$ cat src/dmt_map.svh
// Register offsets, reset values, flag positions and tick counts of the timer unit.
`ifndef DMT_MAP_SVH
`define DMT_MAP_SVH

`define DMT_NUM_TIMERS 5
`define DMT_NUM_A 3
`define DMT_NUM_PINS 6

`define DMT_AUX_LOW 0
`define DMT_CORE_A 1
`define DMT_AUX_HIGH 2
`define DMT_AUX_B 3
`define DMT_CORE_B 4
`define DMT_CAP_PIN 5

`define DMT_REG_CTRL0 4'h0
`define DMT_REG_VAL0 4'h5
`define DMT_REG_B_CAPTURE_RELOAD_REG 4'ha
`define DMT_REG_FLAGS 4'hb
`define DMT_REG_FLAG_EN 4'hc
`define DMT_REG_STATUS 4'hd

`define DMT_CTRL_RST 16'h0000
`define DMT_VAL_RST 16'h0000
`define DMT_FLAGS_RST 8'h00
`define DMT_VAL_MAX 16'hffff
`define DMT_VAL_MIN 16'h0000

`define DMT_FLAG_CAP_LOW 5
`define DMT_FLAG_CAP_HIGH 6
`define DMT_FLAG_CAP_B 7

`define DMT_A_TICK_SHIFT 4'h2
`define DMT_B_TICK_SHIFT 4'h1
`define DMT_A_TICK_CYCLES 4
`define DMT_B_TICK_CYCLES 2

`endif

$ cat src/dmt_pkg.sv
// Types shared by the timer unit files.
`default_nettype none
package dmt_pkg;
	typedef enum logic [1:0] {
		DMT_TIMER = 2'h0,
		DMT_COUNTER = 2'h1,
		DMT_GATED = 2'h2,
		DMT_ENCODER = 2'h3
	} dmt_mode_t;

	typedef enum logic [1:0] {
		DMT_NORMAL = 2'h0,
		DMT_CAPTURE = 2'h1,
		DMT_RELOAD = 2'h2,
		DMT_FUNC_RSVD = 2'h3
	} dmt_func_t;

	typedef struct packed {
		logic [1:0] trig;
		logic latch_clk;
		dmt_func_t func;
		logic opt;
		logic [1:0] edge_sel;
		logic ext_dir;
		logic down;
		logic run;
		dmt_mode_t mode;
		logic [2:0] presc;
	} dmt_ctrl_t;
endpackage
`default_nettype wire

$ cat src/dmt_edge.sv
// Pin sampler giving edge pulses and quadrature steps at a sampling tick.
`default_nettype none
module dmt_edge (
	// Clock and reset.
	input wire logic i_sys_clk,
	input wire logic i_rst,
	// Sampling tick and pins.
	input wire logic i_sample,
	input wire logic i_a,
	input wire logic i_b,
	// Events, valid only in a sampling cycle.
	output logic o_rise,
	output logic o_fall,
	output logic o_b_chg,
	output logic o_qstep,
	output logic o_qup
);
	logic prev_a;
	logic prev_b;

	// Pins high at reset give one spurious rise at the first tick.
	always_ff @(posedge i_sys_clk) begin
		if (i_rst) begin
			prev_a <= 1'b0;
			prev_b <= 1'b0;
		end else if (i_sample) begin
			prev_a <= i_a;
			prev_b <= i_b;
		end
	end

	assign o_rise = i_sample & i_a & ~prev_a;
	assign o_fall = i_sample & ~i_a & prev_a;
	assign o_b_chg = i_sample & (i_b ^ prev_b);
	assign o_qstep = i_sample & ((i_a ^ prev_a) | (i_b ^ prev_b));
	assign o_qup = i_a ^ prev_b;
endmodule
`default_nettype wire

$ cat src/dmt_timer.sv
// One 16-bit up/down count register with load and wrap detection.
`default_nettype none
`include "dmt_map.svh"
module dmt_timer (
	// Clock and reset.
	input wire logic i_sys_clk,
	input wire logic i_rst,
	// Count and load control.
	input wire logic i_step,
	input wire logic i_up,
	input wire logic i_load,
	input wire logic [15:0] i_load_val,
	// State.
	output logic [15:0] o_value,
	output logic o_wrap
);
	// Wrap ignores the load so that a reload fed by the wrap forms no loop.
	assign o_wrap = i_step & (i_up ? (o_value == `DMT_VAL_MAX) :
		(o_value == `DMT_VAL_MIN));

	always_ff @(posedge i_sys_clk) begin
		if (i_rst) begin
			o_value <= `DMT_VAL_RST;
		end else if (i_load) begin
			o_value <= i_load_val;
		end else if (i_step) begin
			o_value <= i_up ? o_value + 16'h0001 : o_value - 16'h0001;
		end
	end
endmodule
`default_nettype wire

$ cat src/dmt_top.sv
// Two-module timer unit: three timers in module A, two plus capture in B.
//
// The address map and the plain strobed port were chosen for this implementation.
`default_nettype none
`include "dmt_map.svh"
module dmt_top (
	// Clock and reset.
	input wire logic i_sys_clk,
	input wire logic i_rst,
	// Register port.
	input wire logic [3:0] i_addr,
	input wire logic [15:0] i_wdata,
	input wire logic i_wr,
	input wire logic i_rd,
	output logic [15:0] o_rdata,
	// Timer pins.
	input wire logic [4:0] i_timer_input_pin,
	input wire logic [4:0] i_timer_direction_pin,
	input wire logic i_b_capture_pin,
	// Outputs.
	output logic o_core_a_toggle_pin,
	output logic o_core_b_toggle_pin,
	output logic o_core_b_wrap,
	output logic o_timer_request
);
	dmt_pkg::dmt_ctrl_t ctrl [`DMT_NUM_TIMERS];
	logic [15:0] value [`DMT_NUM_TIMERS];
	logic [15:0] load_val [`DMT_NUM_TIMERS];
	logic [15:0] hw_val [`DMT_NUM_TIMERS];
	logic [4:0] step;
	logic [4:0] up;
	logic [4:0] load;
	logic [4:0] hw_load;
	logic [4:0] sw_load;
	logic [4:0] wrap;
	logic [4:0] pin_ev;
	logic [4:0] cap_ev;
	logic [4:0] rel_ev;
	logic [5:0] rise;
	logic [5:0] fall;
	logic [5:0] b_chg;
	logic [5:0] qstep;
	logic [5:0] qup;
	logic [5:0] sample;
	logic [5:0] pin_a;
	logic [5:0] pin_b;
	logic [9:0] prescale_cnt;
	logic core_a_toggle_latch;
	logic core_b_toggle_latch;
	logic [15:0] b_capture_reload_reg;
	logic [7:0] flags;
	logic [7:0] flag_en;
	logic [7:0] flag_set;
	logic [7:0] flag_clr;
	logic [15:0] rd_word;
	logic tick_a;
	logic tick_b;
	logic a_lat_rise;
	logic a_lat_fall;
	logic b_lat_rise;
	logic b_lat_fall;
	logic b_cap;
	logic b_cap_src_a;

	// True when the low n bits of the prescale counter are all ones.
	function automatic logic prescale_hit(input logic [9:0] c,
		input logic [3:0] n);
		logic [9:0] mask;
		mask = (10'h001 << n) - 10'h001;
		return &(c | ~mask);
	endfunction

	// Register index match, used by every write decode.
	function automatic logic reg_hit(input logic [3:0] a,
		input logic [3:0] r);
		return a == r;
	endfunction

	always_ff @(posedge i_sys_clk) begin
		if (i_rst) begin
			prescale_cnt <= 10'h000;
		end else begin
			prescale_cnt <= prescale_cnt + 10'h001;
		end
	end

	// Pins of module A are only looked at on the slow tick, so no event
	// can make a module A timer step faster than its resolution.
	assign tick_a = prescale_hit(prescale_cnt, `DMT_A_TICK_SHIFT);
	assign tick_b = prescale_hit(prescale_cnt, `DMT_B_TICK_SHIFT);

	assign pin_a = {i_b_capture_pin, i_timer_input_pin};
	assign pin_b = {1'b0, i_timer_direction_pin};

	// Toggle latch transitions, seen in the same cycle as the wrap.
	assign a_lat_rise = wrap[`DMT_CORE_A] & ~core_a_toggle_latch;
	assign a_lat_fall = wrap[`DMT_CORE_A] & core_a_toggle_latch;
	assign b_lat_rise = wrap[`DMT_CORE_B] & ~core_b_toggle_latch;
	assign b_lat_fall = wrap[`DMT_CORE_B] & core_b_toggle_latch;

	genvar gi;
	generate
		for (gi = 0; gi < `DMT_NUM_PINS; gi++) begin : g_pin
			assign sample[gi] = (gi < `DMT_NUM_A || gi == `DMT_CAP_PIN) ?
				tick_a : tick_b;
			dmt_edge u_edge (
				.i_sys_clk(i_sys_clk),
				.i_rst(i_rst),
				.i_sample(sample[gi]),
				.i_a(pin_a[gi]),
				.i_b(pin_b[gi]),
				.o_rise(rise[gi]),
				.o_fall(fall[gi]),
				.o_b_chg(b_chg[gi]),
				.o_qstep(qstep[gi]),
				.o_qup(qup[gi])
			);
		end

		for (gi = 0; gi < `DMT_NUM_TIMERS; gi++) begin : g_tmr
			localparam bit IS_A = gi < `DMT_NUM_A;
			localparam bit IS_AUX_A = gi == `DMT_AUX_LOW ||
				gi == `DMT_AUX_HIGH;
			logic pre;
			logic gate;
			logic lat_ev;
			logic cnt_ev;
			logic raw;
			logic pin_dir;

			assign pre = prescale_hit(prescale_cnt, IS_A ?
				`DMT_A_TICK_SHIFT + 4'(ctrl[gi].presc) :
				`DMT_B_TICK_SHIFT + 4'(ctrl[gi].presc));
			assign gate = ctrl[gi].edge_sel[0] ? i_timer_input_pin[gi] :
				~i_timer_input_pin[gi];
			assign pin_ev[gi] = (ctrl[gi].edge_sel[0] & rise[gi]) |
				(ctrl[gi].edge_sel[1] & fall[gi]);
			// Chaining inside a module runs off the core toggle latch.
			if (IS_AUX_A) begin : g_lat_a
				assign lat_ev = (ctrl[gi].edge_sel[0] & a_lat_rise) |
					(ctrl[gi].edge_sel[1] & a_lat_fall);
			end else if (gi == `DMT_AUX_B) begin : g_lat_b
				assign lat_ev = (ctrl[gi].edge_sel[0] & b_lat_rise) |
					(ctrl[gi].edge_sel[1] & b_lat_fall);
			end else begin : g_lat_none
				assign lat_ev = 1'b0;
			end
			assign cnt_ev = ctrl[gi].latch_clk ? lat_ev : pin_ev[gi];

			always_comb begin
				case (ctrl[gi].mode)
				dmt_pkg::DMT_TIMER: raw = pre;
				dmt_pkg::DMT_GATED: raw = pre & gate;
				dmt_pkg::DMT_COUNTER: raw = cnt_ev;
				dmt_pkg::DMT_ENCODER: raw = IS_A & qstep[gi];
				default: raw = 1'b0;
				endcase
			end

			// An aux timer used as capture or reload register is stopped.
			assign step[gi] = ctrl[gi].run & raw & ~(IS_AUX_A &&
				ctrl[gi].func != dmt_pkg::DMT_NORMAL);
			assign pin_dir = ctrl[gi].ext_dir & i_timer_direction_pin[gi];
			assign up[gi] = (IS_A && ctrl[gi].mode == dmt_pkg::DMT_ENCODER) ?
				qup[gi] : ~(ctrl[gi].down ^ pin_dir);

			assign cap_ev[gi] = IS_AUX_A &&
				ctrl[gi].func == dmt_pkg::DMT_CAPTURE && pin_ev[gi];
			always_comb begin
				case (ctrl[gi].trig)
				2'h0: rel_ev[gi] = pin_ev[gi];
				2'h1: rel_ev[gi] = a_lat_rise;
				2'h2: rel_ev[gi] = a_lat_fall;
				default: rel_ev[gi] = a_lat_rise | a_lat_fall;
				endcase
				if (!IS_AUX_A || ctrl[gi].func != dmt_pkg::DMT_RELOAD) begin
					rel_ev[gi] = 1'b0;
				end
			end

			// Software writes win over hardware loads in the same cycle.
			assign sw_load[gi] = i_wr &
				reg_hit(i_addr, `DMT_REG_VAL0 + 4'(gi));
			assign load[gi] = sw_load[gi] | hw_load[gi];
			assign load_val[gi] = sw_load[gi] ? i_wdata : hw_val[gi];

			always_ff @(posedge i_sys_clk) begin
				if (i_rst) begin
					ctrl[gi] <= dmt_pkg::dmt_ctrl_t'(`DMT_CTRL_RST);
				end else if (i_wr &&
					reg_hit(i_addr, `DMT_REG_CTRL0 + 4'(gi))) begin
					ctrl[gi] <= dmt_pkg::dmt_ctrl_t'(i_wdata);
				end
			end

			dmt_timer u_tmr (
				.i_sys_clk(i_sys_clk),
				.i_rst(i_rst),
				.i_step(step[gi]),
				.i_up(up[gi]),
				.i_load(load[gi]),
				.i_load_val(load_val[gi]),
				.o_value(value[gi]),
				.o_wrap(wrap[gi])
			);
		end
	endgenerate

	// Hardware loads. Two aux timers reloading on opposite latch edges
	// alternate the low and high times of a PWM wave with no software.
	assign hw_load[`DMT_AUX_LOW] = cap_ev[`DMT_AUX_LOW];
	assign hw_val[`DMT_AUX_LOW] = value[`DMT_CORE_A];
	assign hw_load[`DMT_AUX_HIGH] = cap_ev[`DMT_AUX_HIGH];
	assign hw_val[`DMT_AUX_HIGH] = value[`DMT_CORE_A];
	assign hw_load[`DMT_CORE_A] = rel_ev[`DMT_AUX_LOW] |
		rel_ev[`DMT_AUX_HIGH];
	assign hw_val[`DMT_CORE_A] = rel_ev[`DMT_AUX_HIGH] ?
		value[`DMT_AUX_HIGH] : value[`DMT_AUX_LOW];
	assign hw_load[`DMT_AUX_B] = b_cap & ctrl[`DMT_AUX_B].opt;
	assign hw_val[`DMT_AUX_B] = `DMT_VAL_RST;
	assign hw_load[`DMT_CORE_B] = wrap[`DMT_CORE_B] &
		ctrl[`DMT_CORE_B].func[0];
	assign hw_val[`DMT_CORE_B] = b_capture_reload_reg;

	// Capture trigger of module B, from its own pin or the core A pins.
	assign b_cap_src_a = (ctrl[`DMT_AUX_B].edge_sel[0] & rise[`DMT_CORE_A]) |
		(ctrl[`DMT_AUX_B].edge_sel[1] & fall[`DMT_CORE_A]);
	always_comb begin
		case (ctrl[`DMT_AUX_B].trig)
		2'h0: b_cap = (ctrl[`DMT_AUX_B].edge_sel[0] & rise[`DMT_CAP_PIN]) |
			(ctrl[`DMT_AUX_B].edge_sel[1] & fall[`DMT_CAP_PIN]);
		2'h1: b_cap = b_cap_src_a;
		2'h2: b_cap = b_chg[`DMT_CORE_A];
		default: b_cap = b_cap_src_a | b_chg[`DMT_CORE_A];
		endcase
	end

	// A capture coinciding with a software write keeps the captured value.
	always_ff @(posedge i_sys_clk) begin
		if (i_rst) begin
			b_capture_reload_reg <= `DMT_VAL_RST;
		end else if (b_cap) begin
			b_capture_reload_reg <= value[`DMT_AUX_B];
		end else if (i_wr && reg_hit(i_addr, `DMT_REG_B_CAPTURE_RELOAD_REG)) begin
			b_capture_reload_reg <= i_wdata;
		end
	end

	always_ff @(posedge i_sys_clk) begin
		if (i_rst) begin
			core_a_toggle_latch <= 1'b0;
			core_b_toggle_latch <= 1'b0;
		end else begin
			core_a_toggle_latch <= core_a_toggle_latch ^
				wrap[`DMT_CORE_A];
			core_b_toggle_latch <= core_b_toggle_latch ^
				wrap[`DMT_CORE_B];
		end
	end

	// Request flags: a set in the same cycle as its clear survives.
	assign flag_set = {b_cap, cap_ev[`DMT_AUX_HIGH], cap_ev[`DMT_AUX_LOW],
		wrap};
	assign flag_clr = (i_wr && reg_hit(i_addr, `DMT_REG_FLAGS)) ?
		i_wdata[7:0] : `DMT_FLAGS_RST;

	always_ff @(posedge i_sys_clk) begin
		if (i_rst) begin
			flags <= `DMT_FLAGS_RST;
			flag_en <= `DMT_FLAGS_RST;
		end else begin
			flags <= (flags & ~flag_clr) | flag_set;
			if (i_wr && reg_hit(i_addr, `DMT_REG_FLAG_EN)) begin
				flag_en <= i_wdata[7:0];
			end
		end
	end

	always_comb begin
		rd_word = 16'h0000;
		for (int k = 0; k < `DMT_NUM_TIMERS; k++) begin
			if (i_addr == `DMT_REG_CTRL0 + 4'(k)) begin
				rd_word = 16'(ctrl[k]);
			end
			if (i_addr == `DMT_REG_VAL0 + 4'(k)) begin
				rd_word = value[k];
			end
		end
		case (i_addr)
		`DMT_REG_B_CAPTURE_RELOAD_REG: rd_word = b_capture_reload_reg;
		`DMT_REG_FLAGS: rd_word = {8'h00, flags};
		`DMT_REG_FLAG_EN: rd_word = {8'h00, flag_en};
		`DMT_REG_STATUS: rd_word = {14'h0000, core_b_toggle_latch,
			core_a_toggle_latch};
		default: ;
		endcase
	end

	always_ff @(posedge i_sys_clk) begin
		if (i_rst) begin
			o_rdata <= 16'h0000;
			o_core_a_toggle_pin <= 1'b0;
			o_core_b_toggle_pin <= 1'b0;
			o_core_b_wrap <= 1'b0;
			o_timer_request <= 1'b0;
		end else begin
			o_rdata <= i_rd ? rd_word : 16'h0000;
			o_core_a_toggle_pin <= ctrl[`DMT_CORE_A].opt &
				core_a_toggle_latch;
			o_core_b_toggle_pin <= ctrl[`DMT_CORE_B].opt &
				core_b_toggle_latch;
			o_core_b_wrap <= wrap[`DMT_CORE_B];
			o_timer_request <= |(flags & flag_en);
		end
	end
endmodule
`default_nettype wire

$ cat config.mk
export PLATFORM = sky130hd
export DESIGN_NAME = dmt_top
export DESIGN_NICKNAME = d
export VERILOG_FILES = /design/src/dmt_pkg.sv /design/src/dmt_edge.sv /design/src/dmt_timer.sv /design/src/dmt_top.sv
export VERILOG_INCLUDE_DIRS = /design/src
export SDC_FILE = /design/constraint.sdc
export NUM_CORES = 1
export LEC_CHECK = 0
export BUFFER_PORTS_ARGS = -buffer_cell sky130_fd_sc_hd__buf_2
export CAP_MARGIN = 40
export CORE_MARGIN = 3
export CORE_UTILIZATION = 30
export DETAILED_ROUTE_END_ITERATION = 7
export GPL_TIMING_DRIVEN = 1
export PLACE_DENSITY = 0.44
export SYNTH_ARGS = -nofsm -noshare
export SYNTH_HDL_FRONTEND = slang
export SYNTH_HIERARCHICAL = 1
export SYNTH_SLANG_ARGS = --single-unit
export TNS_END_PERCENT = 5
$ cat constraint.sdc
create_clock -name i_sys_clk -period 6.3 [get_ports i_sys_clk]
set_clock_uncertainty 0.15 [all_clocks]
set_input_delay 0.945 -clock i_sys_clk [delete_from_list [all_inputs] [get_ports i_sys_clk]]
set_output_delay 0.945 -clock i_sys_clk [all_outputs]
set_load 0.005 [all_outputs]
==> summary by stage <==
Timing
The number of setup violations in the final report is 0. The ratio of final minimum period to clock period is 87.2%. The final hold violation count is 0. Once routing completed, OpenROAD measured the worst setup slack at between 0.8 and 0.9 ns. The slew at the pin closest to its max-slew limit is 0.902 ns. Measured against its own limit, the worst slew margin works out to between 30% and 40%. The final-layout setup total negative slack is 0 ns. The minimum period implied by the final worst setup slack is 5.49 ns. Static timing analysis puts the maximum clock frequency at between 150 and 200 MHz.

The number of max-slew violations in the final report is 0. Setup repair after global routing left no endpoint under its margin.

Setup path
The category of the most critical setup path is register to register. Data arrives at the worst endpoint at approximately 5.8 ns. On the critical path, the stage with the largest delay is an instance of sky130_fd_sc_hd__or4_1. The critical path goes through inv_1 > ha_1 > nor2_1 > nand3_1 > ha_1 > o22ai_1 > nor3_1 > o311ai_0 > or4_1 > a21boi_2 > inv_1 > nor2_1 > ha_1 > a22oi_1 > a211oi_1 > a21oi_1 > o32ai_2 > nor2b_1 > nand2b_1 > nor2_1 > nand2_1 > a31o_2 > o311ai_1. The kind of launch point of the worst setup path is a register. The worst-path maximum fanout is 12. The maximum cell stage delay along the critical path is 0.64 ns. The type of element capturing the critical path is a register. The required arrival time at the worst endpoint is between 6 and 7 ns.

Route
The number of design-rule violations left by the first detailed-router iteration is roughly 1.4k. Wires add up to between 70000 and 80000 um. Summing over every cut layer, the via total after detailed routing is roughly 17k.

The via density per instance is between 5 and 6. The number of detailed-route iterations in the first pass is 5. The routed length per instance is about 24 um. The detailed-route DRC error count is 0.

In this run the remaining antenna-violating nets after routing total 0.

Floorplan
The starting utilization of the core area is 30.4%. The die is 254 um tall. The count of pins on the block boundary is 55.

The horizontal die dimension is roughly 250 um. The core region is 60500 um^2. The floorplan die area is roughly 64000 um^2. The floorplan has 90 rows.

Clock tree
The clock reaches the later pin of the worst-skew pair after around 0.58 ns. The hold buffer count at CTS is 0. The number of buffers on the longest clock path is 3. After clock tree synthesis, the clock-pin slew on the worst setup and hold paths is 0.06 ns. The post-CTS setup buffer count is 0. In this run the number of H-tree levels came out at 1. The CTS root buffer is sky130_fd_sc_hd__clkbuf_16. The number of buffers created by CTS is 30. The clock net in this run drives a total of between 200 and 250 sinks. The clock tree from TritonCTS is built. The number of resized instances in the post-cts repair step is 0.

Global routing
The first global-routing pass estimated between 100000 and 150000 um of wire. Entering global routing, the biggest net connects 65 pins. The total global-route track usage is 21.8%. The number of antenna violations at the first check in global routing came to 1. The total global routing overflow is 0.

The via count of the first global-routing pass is ~16k.

Hold path
The path class of the tightest hold or removal check is register to register.

Cells and area
The leading cell type in the layout, fill and taps excluded is sky130_fd_sc_hd__nor2_1. The post-synthesis to final-layout area growth is 10.2%. The count of cells in the finished layout, fillers not included, comes to slightly below 3k.

Cells fill roughly 34% of the core in the end. The final-stage net count is ~2.3k. The library cells used most frequently in the layout, excluding fill and tap cells, are sky130_fd_sc_hd__nor2_1 (223), sky130_fd_sc_hd__a21oi_1 (194), sky130_fd_sc_hd__dfxtp_1 (153). The fraction of final layout cells with drive strength greater than 1 is roughly an eighth. The largest registers in the layout are ctrl: 80 flops, g_tmr.u_tmr/o_value: 80 flops.

Placed design
The weighted congestion at the end of routability-driven global placement is just under 0.9. At the placement stage, the worst setup path has a slack of 0.914 ns. The half-perimeter wire length after placement is 51100 um. The number of placed instances with taps included is 2880.

The count of input and output buffers is between 50 and 60.

Outcome
The flow ran to the end, and the final reports show no timing, DRC or antenna violations.

Logic synthesis
The average size of a mapped cell is between 8 and 9 um^2. The cell count after synthesis is 2160. The Yosys step of the flow raised 6 warnings. After synthesis the cells add up to around 18000 um^2.

Pwr
The power density of the placed cells is approximately 210 nW/um^2. The worst-case IR drop observed on VDD is roughly 200 uV. The design draws between 4 and 5 mW.

The static leakage is 7.57 nW.

Flow run
The tool flagged a number of max-cap violations equal to 0.
per-layer routing:
metal  up-vias  share of wire [%]  routed length, um  track usage [%]
met1      8168                 47              33600             31.1
met5         -                  0                  0                0
met3       107                6.1               4380             3.17
met4         0                2.8               2020             6.01
li1       7904                  -                  -                -
met2       529                 44              31700             34.3
power breakdown:
| part | internal [mW] | switching [mW] | leakage, nW | total [mW] |
|---|---|---|---|---|
| clock network | 1.05 | 0.705 | 0.484 | 1.76 |
| logic | 0.270 | 0.510 | 5.09 | 0.780 |
| registers | 1.61 | 0.0814 | 2.00 | 1.69 |
| total | 2.93 | 1.30 | 7.57 | 4.23 |
final cells by class:
type                       count  area [um^2]
timing repair buffer          91          558
multi-input combinational   1719        12100
clock inverter                13          134
antenna                        1         2.50
sequential                   233         5470
tap                          782          978
inverter                      55          206
fill                        6191        40200
clock buffer                  43          851
worst max-delay path: cells and delay by family, from the launching register on:
family,cells,cell delay (ns)
simple gates,9,2.10
compound gates,9,1.38
fa+ha+maj,3,0.99
flops,1,0.56
buf+inv,2,0.20
through the flow:
step	instance area [um^2]	hold slack, ns
floorplan	18400	0.289
global placement	19200	0.329
detailed placement	19300	0.336
CTS	20300	0.345
global route	20300	0.378
finish	20300	0.347
final timing paths:
path / startpoint / to / slack [ns] / depth (start not counted)
setup / recovery: ctrl[1][1] / g_tmr[2].u_tmr/o_value[15] / 0.81 / 23
hold / removal: flags[5] / flags[5] / 0.35 / 2
setup reg to reg: ctrl[1][1] / g_tmr[2].u_tmr/o_value[15] / 0.81 / 23
hold reg to reg: flags[5] / flags[5] / 0.35 / 2
(Power assumes the default switching activity.)
